==> src/hw/pll_cfg_pkg.sv <==
/*
 * Constants for the loop configuration, unlock key and status block.
 * Assumes a 32-bit APB slave port with byte addresses as printed.
 */
package pll_cfg_pkg;
   // register byte addresses
   localparam logic [31:0] ADDR_CONTROL_HOLDING = 32'hE01FC080;
   localparam logic [31:0] ADDR_CONFIG_HOLDING  = 32'hE01FC084;
   localparam logic [31:0] ADDR_STATUS_READBACK = 32'hE01FC088;
   localparam logic [31:0] ADDR_UNLOCK_KEY      = 32'hE01FC08C;

   // field widths and positions
   localparam int MULT_W        = 5;
   localparam int DIV_W         = 2;
   localparam int MULT_LSB      = 0;
   localparam int DIV_LSB       = 5;
   localparam int CTL_EN_BIT    = 0;
   localparam int CTL_CON_BIT   = 1;
   localparam int STAT_EN_BIT   = 8;
   localparam int STAT_CON_BIT  = 9;
   localparam int STAT_LOCK_BIT = 10;
   localparam int KEY_W         = 8;
   localparam int CFG_W         = 8;
   localparam int CTL_W         = 2;
   localparam int DATA_W        = 32;

   // unlock key values, first then second
   localparam logic [KEY_W-1:0] KEY_FIRST  = 8'hAA;
   localparam logic [KEY_W-1:0] KEY_SECOND = 8'h55;

   // reset values
   localparam logic [CFG_W-1:0]  CFG_RESET  = 8'h00;
   localparam logic [CTL_W-1:0]  CTL_RESET  = 2'h0;
   localparam logic [DATA_W-1:0] DATA_ZERO  = 32'h00000000;
   localparam logic [MULT_W-1:0] MULT_RESET = 5'h00;
   localparam logic [DIV_W-1:0]  DIV_RESET  = 2'h0;
endpackage

==> src/hw/lock_sync.sv <==
/*
 * Two-flop level synchroniser.
 * Assumes the input is a level from another timing domain.
 */
`timescale 1ns/100ps
`default_nettype none
module lock_sync (
   input  wire logic clk_i,
   input  wire logic rstn_i,
   input  wire logic async_i,
   output logic      sync_o
);
   logic meta_q;
   logic sync_q;

   // first flop feeds only the second
   always_ff @(posedge clk_i or negedge rstn_i)
   begin
      if (!rstn_i)
      begin
         meta_q <= 1'b0;
         sync_q <= 1'b0;
      end
      else
      begin
         meta_q <= async_i;
         sync_q <= meta_q;
      end
   end

   assign sync_o = sync_q;
endmodule
`default_nettype wire

==> src/hw/pll_config_feed_status.sv <==
/*
 * Loop configuration holding, unlock key sequence, active shadow values
 * and status readback, reached over an APB slave port.
 * Assumes APB signalling from one master, a lock level from the analog loop,
 * a power-down level from power control, and a glitch-free clock switch
 * downstream that follows core_clock_from_loop_o.
 */
`timescale 1ns/100ps
`default_nettype none
// Overview of operation
// - config bits 4:0 hold multiplier minus one
// - config bits 6:5 select divide 1/2/4/8
// - config writes reach only holding copy
// - key 0xAA then 0x55 loads active values
// - bad key, order or gap: nothing loads
// - status bits 6:0 show active multiplier, divider
// - status bit 8 enable, cleared on power-down
// - status bit 9 connect, cleared on power-down
// - status bit 10 shows lock indicator
// - lock indicator drives interrupt source output
// - loop clock only when enable and connect
// - enable without connect runs loop, oscillator clock
// - power-down clears enable, connect; wake restores nothing
// - reserved bits read as zero
// - control bit 0 enable, bit 1 connect
// - reset leaves everything zero, loop off
// - clock select changes only from a flop
// - no lock check, no auto disconnect
module pll_config_feed_status (
   input  wire logic                        clk_i,
   input  wire logic                        rstn_i,
   input  wire logic                        psel_i,
   input  wire logic                        penable_i,
   input  wire logic                        pwrite_i,
   input  wire logic [31:0]                 paddr_i,
   input  wire logic [31:0]                 pwdata_i,
   output logic      [31:0]                 prdata_o,
   output logic                             pready_o,
   output logic                             pslverr_o,
   input  wire logic                        lock_indicator_i,
   input  wire logic                        power_down_i,
   output logic                             loop_enable_o,
   output logic                             loop_connect_o,
   output logic      [4:0]                  multiplier_select_o,
   output logic      [1:0]                  divider_select_o,
   output logic                             core_clock_from_loop_o,
   output logic                             lock_irq_o
);
   logic [pll_cfg_pkg::CFG_W-1:0]  cfg_q;
   logic [pll_cfg_pkg::CTL_W-1:0]  ctl_q;
   logic [pll_cfg_pkg::MULT_W-1:0] act_mult_q;
   logic [pll_cfg_pkg::DIV_W-1:0]  act_div_q;
   logic                           act_en_q;
   logic                           act_con_q;
   logic                           armed_q;
   logic                           pd_q;
   logic                           clk_sel_q;
   logic                           lock_irq_q;
   logic [pll_cfg_pkg::DATA_W-1:0] prdata_q;
   logic [pll_cfg_pkg::DATA_W-1:0] rdata_d;
   logic                           pready_q;
   logic                           pslverr_q;
   logic                           lock_s;
   logic                           setup;
   logic                           access;
   logic                           hit_ctl;
   logic                           hit_cfg;
   logic                           hit_stat;
   logic                           hit_key;
   logic                           key_first;
   logic                           key_second;
   logic                           feed_ok;
   logic                           pd_entry;

   assign setup    = psel_i && !penable_i;
   assign access   = psel_i && penable_i;
   assign hit_ctl  = (paddr_i == pll_cfg_pkg::ADDR_CONTROL_HOLDING);
   assign hit_cfg  = (paddr_i == pll_cfg_pkg::ADDR_CONFIG_HOLDING);
   assign hit_stat = (paddr_i == pll_cfg_pkg::ADDR_STATUS_READBACK);
   assign hit_key  = (paddr_i == pll_cfg_pkg::ADDR_UNLOCK_KEY);

   assign key_first  = access && pwrite_i && hit_key
                       && (pwdata_i[pll_cfg_pkg::KEY_W-1:0] == pll_cfg_pkg::KEY_FIRST);
   assign key_second = access && pwrite_i && hit_key
                       && (pwdata_i[pll_cfg_pkg::KEY_W-1:0] == pll_cfg_pkg::KEY_SECOND);
   assign feed_ok    = armed_q && key_second;
   assign pd_entry   = power_down_i && !pd_q;

   lock_sync u_lock_sync (
      .clk_i  (clk_i),
      .rstn_i (rstn_i),
      .async_i(lock_indicator_i),
      .sync_o (lock_s)
   );

   // holding registers; reserved bit 7 dropped on write so it reads zero
   always_ff @(posedge clk_i or negedge rstn_i)
   begin
      if (!rstn_i)
      begin
         cfg_q <= pll_cfg_pkg::CFG_RESET;
         ctl_q <= pll_cfg_pkg::CTL_RESET;
      end
      else if (access && pwrite_i)
      begin
         if (hit_cfg)
            cfg_q <= {1'b0, pwdata_i[pll_cfg_pkg::CFG_W-2:0]};
         if (hit_ctl)
            ctl_q <= pwdata_i[pll_cfg_pkg::CTL_W-1:0];
      end
   end

   // key detector: every completed transfer re-decides the armed state
   always_ff @(posedge clk_i or negedge rstn_i)
   begin
      if (!rstn_i)
         armed_q <= 1'b0;
      else if (access)
         armed_q <= key_first;
   end

   always_ff @(posedge clk_i or negedge rstn_i)
   begin
      if (!rstn_i)
         pd_q <= 1'b0;
      else
         pd_q <= power_down_i;
   end

   // active values; power-down entry beats a feed in the same cycle
   always_ff @(posedge clk_i or negedge rstn_i)
   begin
      if (!rstn_i)
      begin
         act_mult_q <= pll_cfg_pkg::MULT_RESET;
         act_div_q  <= pll_cfg_pkg::DIV_RESET;
         act_en_q   <= 1'b0;
         act_con_q  <= 1'b0;
      end
      else if (pd_entry)
      begin
         act_en_q  <= 1'b0;
         act_con_q <= 1'b0;
      end
      else if (feed_ok)
      begin
         act_mult_q <= cfg_q[pll_cfg_pkg::MULT_LSB +: pll_cfg_pkg::MULT_W];
         act_div_q  <= cfg_q[pll_cfg_pkg::DIV_LSB +: pll_cfg_pkg::DIV_W];
         act_en_q   <= ctl_q[pll_cfg_pkg::CTL_EN_BIT];
         act_con_q  <= ctl_q[pll_cfg_pkg::CTL_CON_BIT];
      end
   end

   // connect without enable stays on the oscillator; no lock check here
   always_ff @(posedge clk_i or negedge rstn_i)
   begin
      if (!rstn_i)
         clk_sel_q <= 1'b0;
      else
         clk_sel_q <= act_en_q && act_con_q;
   end

   always_ff @(posedge clk_i or negedge rstn_i)
   begin
      if (!rstn_i)
         lock_irq_q <= 1'b0;
      else
         lock_irq_q <= lock_s;
   end

   always_comb
   begin
      rdata_d = pll_cfg_pkg::DATA_ZERO;
      if (hit_ctl)
      begin
         rdata_d[pll_cfg_pkg::CTL_EN_BIT]  = ctl_q[pll_cfg_pkg::CTL_EN_BIT];
         rdata_d[pll_cfg_pkg::CTL_CON_BIT] = ctl_q[pll_cfg_pkg::CTL_CON_BIT];
      end
      else if (hit_cfg)
         rdata_d[pll_cfg_pkg::CFG_W-1:0] = cfg_q;
      else if (hit_stat)
      begin
         rdata_d[pll_cfg_pkg::MULT_LSB +: pll_cfg_pkg::MULT_W] = act_mult_q;
         rdata_d[pll_cfg_pkg::DIV_LSB +: pll_cfg_pkg::DIV_W]   = act_div_q;
         rdata_d[pll_cfg_pkg::STAT_EN_BIT]   = act_en_q;
         rdata_d[pll_cfg_pkg::STAT_CON_BIT]  = act_con_q;
         rdata_d[pll_cfg_pkg::STAT_LOCK_BIT] = lock_s;
      end
   end

   // zero-wait slave: data captured in setup, presented in access
   always_ff @(posedge clk_i or negedge rstn_i)
   begin
      if (!rstn_i)
      begin
         prdata_q  <= pll_cfg_pkg::DATA_ZERO;
         pready_q  <= 1'b0;
         pslverr_q <= 1'b0;
      end
      else
      begin
         pready_q  <= setup;
         pslverr_q <= setup && !(hit_ctl || hit_cfg || hit_stat || hit_key);
         if (setup)
            prdata_q <= rdata_d;
      end
   end

   assign prdata_o               = prdata_q;
   assign pready_o               = pready_q;
   assign pslverr_o              = pslverr_q;
   assign loop_enable_o          = act_en_q;
   assign loop_connect_o         = act_con_q;
   assign multiplier_select_o    = act_mult_q;
   assign divider_select_o       = act_div_q;
   assign core_clock_from_loop_o = clk_sel_q;
   assign lock_irq_o             = lock_irq_q;

   property p_hold_only;
      @(posedge clk_i) disable iff (!rstn_i)
      access && pwrite_i && hit_cfg |=> $stable(act_mult_q) && $stable(act_div_q);
   endproperty
   a_hold_only: assert property (p_hold_only) else $error("config write changed active value");

   property p_feed_load;
      @(posedge clk_i) disable iff (!rstn_i)
      feed_ok && !pd_entry |=> act_mult_q == $past(cfg_q[pll_cfg_pkg::MULT_LSB +: pll_cfg_pkg::MULT_W])
                               && act_div_q == $past(cfg_q[pll_cfg_pkg::DIV_LSB +: pll_cfg_pkg::DIV_W])
                               && act_en_q == $past(ctl_q[pll_cfg_pkg::CTL_EN_BIT])
                               && act_con_q == $past(ctl_q[pll_cfg_pkg::CTL_CON_BIT]);
   endproperty
   a_feed_load: assert property (p_feed_load) else $error("valid key did not load active values");

   property p_no_stray_load;
      @(posedge clk_i) disable iff (!rstn_i)
      $changed(act_mult_q) || $changed(act_div_q) || $rose(act_en_q) || $rose(act_con_q)
      |-> $past(feed_ok);
   endproperty
   a_no_stray_load: assert property (p_no_stray_load) else $error("active values changed without feed");

   property p_disarm;
      @(posedge clk_i) disable iff (!rstn_i)
      access && !key_first |=> !armed_q;
   endproperty
   a_disarm: assert property (p_disarm) else $error("key detector stayed armed");

   property p_status;
      @(posedge clk_i) disable iff (!rstn_i)
      setup && hit_stat |=> prdata_o[15:0] == {5'h00, $past(lock_s), $past(act_con_q), $past(act_en_q),
                                                1'b0, $past(act_div_q), $past(act_mult_q)};
   endproperty
   a_status: assert property (p_status) else $error("status readback wrong");

   property p_pd_clear;
      @(posedge clk_i) disable iff (!rstn_i)
      pd_entry |=> !act_en_q && !act_con_q ##1 !clk_sel_q;
   endproperty
   a_pd_clear: assert property (p_pd_clear) else $error("power-down did not clear loop");

   property p_lock_sync;
      @(posedge clk_i) disable iff (!rstn_i)
      lock_indicator_i [*2] |=> lock_s ##1 lock_irq_o;
   endproperty
   a_lock_sync: assert property (p_lock_sync) else $error("lock not seen two cycles after input");

   property p_clk_sel;
      @(posedge clk_i) disable iff (!rstn_i)
      1'b1 |=> core_clock_from_loop_o == ($past(act_en_q) && $past(act_con_q));
   endproperty
   a_clk_sel: assert property (p_clk_sel) else $error("clock select disagrees with enable and connect");

   c_feed: cover property (@(posedge clk_i) disable iff (!rstn_i) feed_ok && ctl_q == 2'h3);
   c_pd_active: cover property (@(posedge clk_i) disable iff (!rstn_i) pd_entry && act_en_q);
   c_broken_key: cover property (@(posedge clk_i) disable iff (!rstn_i)
                                 armed_q && access && !key_second);
endmodule
`default_nettype wire

==> config.mk <==
export PLATFORM = sky130hd
export DESIGN_NAME = pll_config_feed_status
export DESIGN_NICKNAME = d
export VERILOG_FILES = /design/src/hw/pll_cfg_pkg.sv /design/src/hw/lock_sync.sv /design/src/hw/pll_config_feed_status.sv
export SDC_FILE = /design/constraint.sdc
export NUM_CORES = 1
export LEC_CHECK = 0
export BUFFER_PORTS_ARGS = -buffer_cell sky130_fd_sc_hd__buf_2
export CORE_ASPECT_RATIO = 0.75
export CORE_MARGIN = 3
export CORE_UTILIZATION = 42
export DETAILED_ROUTE_END_ITERATION = 7
export HOLD_SLACK_MARGIN = 0.02
export PLACE_DENSITY_LB_ADDON = 0.25
export SLEW_MARGIN = 20
export SYNTH_ARGS = -nofsm -noshare
export SYNTH_HDL_FRONTEND = slang
export SYNTH_HIERARCHICAL = 1
export SYNTH_SLANG_ARGS = --single-unit
export TNS_END_PERCENT = 50
==> constraint.sdc <==
create_clock -name clk_i -period 2.4 [get_ports clk_i]
set_input_delay 0.12 -clock clk_i [delete_from_list [all_inputs] [get_ports clk_i]]
set_output_delay 0.12 -clock clk_i [all_outputs]
set_load 0.005 [all_outputs]
==> results.yml <==
worst_setup_path:
  rrSetupSlack_ns: 0.40
  reg2reg_from: "armed_q"
  cp_data_required_time_ns: 2.57
  crit_arrival_ns: 2.16
  criticalPathCategory: "flop to flop"
  rr_endpoint: "multiplier_select_o[3]"
  startpoint_type: "flop"
  reg2reg_depth: 5
  critPathCaptureType: "flop"
  path_max_fanout: 4
  crit_start: "armed_q"
worst_hold_path:
  holdPathStages: 2
  hold_path_end: "cfg_q[6]"
  hold_class: "input pin to flop"
  min-delay-start: "pwdata_i[6]"
power:
  p_total_mw: 1.28
  leakage_nw: 1.23
  switchingPower_mw: 0.265
  swShare_pct: 20.6
  internal_power_mw: 1.02
  pwr-share-seq_pct: 47.7
  peakVddDrop_v: 0.000354
  pwr_density_cell_mw_per_mm2: 559
  p_clk_share_pct: 44.6
  comb_power_share_pct: 7.7
drt:
  ant_nets: 0
  wirelength_um: 4150
  drc: 0
  drtIter0Drc: 91
  routedWlPerCell_um: 14.6
  drtPass1Iterations: 4
  viasPerCell: 4.91
  num_vias: 1399
logic_synthesis:
  yosys_warnings: 6
  synth_top_area_share_pct: 49.2
  synth.ff_latch_count: 36
  ys.flop_type: "dfrtp_1"
  seq_area_frac_synth_pct: 49.2
  yosys-top-cells-area: "dfrtp_1 49%, mux2_2 9.8%, buf_4 9.0%"
  yosysTopAreaCell: "dfrtp_1"
  synth_most_common_cell: "dfrtp_1"
  syn_avg_cell_area_um2: 11.7
  syn_inst: 156
  syn_area_mm2: 0.00183
  async_flop_share_pct: 100
  synthTopCellsByCount: "36 x dfrtp_1, 22 x buf_4, 16 x mux2_2, 16 x nand2_1, 8 x o31ai_1"
  synth-edff-count: 0
  synth_cell_type_count: 30
sta:
  tightest_slew_ns: 0.792
  hold_viol: 0
  rsz0062_at_grt: "no"
  tns_ns: 0
  max_freq_mhz: 501
  final-setup-viol-count: 0
  slew_viol_final: 0
  fin_crit_sh_pct: 83.2
  whs_ns: 0.107
  fin_skew_ns: 0.00540
  slew_headroom_pct: 47.2
  layout_min_cycle_time_ns: 2.00
  layout_setup_ws_ns: 0.403
layout:
  drive_gt1_share_pct: 46.5
  layout.nets: 300
  stdcell_count: 285
  area_growth_pct: 25.6
  n_fill_cell: 379
  num_antenna_cells: 0
place:
  place.gp.congestion: 0.767
  place_inst: 274
  dpl.hpwl_um: 3260
  io_buffers: 69
  pre_cts_ws_ns: 0.425
cts:
  cts_tree: "yes"
  cts.path.max_buffers: 2
  cts_buffers: 5
  clk_pin_slew_worst_paths_ns: 0.07
  cts.sink_count: 36
  root_buffer: "clkbuf_8"
  clock_latency_ns: 0.28
  h-tree-depth: 2
  post-cts-setup-buffers: 0
global_route:
  grt_max_degree: 37
  grt_pass1_wl_um: 6840
  antenna_found_initial: 0
  grt_overflow: 0
  grt_pass1_vias: 1465
  grt_use_total_pct: 17.2
outcome:
  status: "finished, final reports clean"
die:
  fp.dieH_um: 63.2
  ios: 116
  coreArea_mm2: 0.00413
  dieArea_mm2: 0.00519
  dieWidth_um: 82.2
  start_util_pct: 44.3
  row_count: 20
run:
  maxCapViolCount: 0
-- per-stage QoR --
step                area (um2)  util (%)
floorplan                 1910         -
global placement          2140      51.8
detailed placement        2140      51.8
CTS                       2300      55.6
global route              2300      55.6
finish                    2300      55.6
-- cell usage in the layout, fill, tap and decap left out, types with 3 or more instances in the layout --
| cell | n |
|---|---|
| buf_2 | 69 |
| dfrtp_1 | 36 |
| conb_1 | 22 |
| nand2_1 | 16 |
| mux2_2 | 16 |
| o31ai_1 | 8 |
| clkbuf_8 | 7 |
| nor2_1 | 6 |
| a22oi_1 | 5 |
| and4bb_2 | 4 |
| nor4_1 | 4 |
| mux2i_1 | 4 |
| and2_0 | 3 |
| a41o_1 | 3 |
| nand4b_1 | 3 |
| dlygate4sd3_1 | 3 |
-- area by class of cell --
type                       count  area, um2  area share [%]
clock buffer                   7       96.3            4.19
clock inverter                 1       30.0            1.31
inverter                       1       3.75           0.163
multi-input combinational    112        815            35.5
sequential                    36        901            39.2
tap                           55       68.8            3.00
timing repair buffer          73        383            16.7
-- what timing repair did --
item	CTS	global route
gates resized for setup	0	0
hold endpoints to repair	38	0
hold buffers	3	0
-- layer usage --
| layer | vias up | track usage (%) | wire, um | part of all wire (%) |
|---|---|---|---|---|
| met5 | - | 0 | 0 | 0 |
| met4 | 0 | 3.73 | 10 | 0.24 |
| met3 | 2 | 5.00 | 310 | 7.5 |
| met2 | 47 | 25.9 | 1940 | 47 |
| met1 | 683 | 24.3 | 1890 | 46 |
| li1 | 667 | - | - | - |
-- power groups by stage --
stage | combinational [mW] | clock [mW] | sequential, mW
6_report | 0.0987 | 0.573 | 0.613
5_1_grt | 0.112 | 0.606 | 0.613
4_1_cts | 0.0988 | 0.587 | 0.613
3_5_place_dp | 0.0948 | 0 | 0.625
3_3_place_gp | 0.0938 | 0 | 0.624
2_1_floorplan | 0.0596 | 0 | 0.625
-- worst max-delay path: stages, from the launching register on --
cell and delay, ns:
dfrtp_1 0.35, nor4bb_1 0.38, nand4b_1 0.20, nor4_4 0.41
buf_4 0.21, mux2_2 0.33
-- logic make-up (layout without fill, tap and decap cells) --
logic type      after synthesis  in the layout  share of synthesized area [%]
compound gates               18             18                           7.52
buf+inv                      29             82                           10.5
mux                          20             20                           12.0
other cells                   1             22                          0.205
simple gates                 52             52                           20.5
flops                        36             36                           49.2
-- worst max-delay path by stage --
stage	endpoint	slack (ns)	cells after the start
4_1_cts	multiplier_select_o[3]	0.40	5
6_report	multiplier_select_o[3]	0.40	5
5_1_grt	multiplier_select_o[3]	0.34	5
2_1_floorplan	divider_select_o[0]	0.68	4
3_5_place_dp	multiplier_select_o[3]	0.43	6
3_3_place_gp	multiplier_select_o[0]	0.44	5
-- state kept, by name (all words and copies together) (netlist names), 2 cells and up --
| name | cells |
|---|---|
| cfg_q | 7 |
| ctl_q | 2 |
| divider_select_o | 2 |
| multiplier_select_o | 5 |
| prdata_o | 10 |
Note: power is estimated with default switching activity, not from simulation.
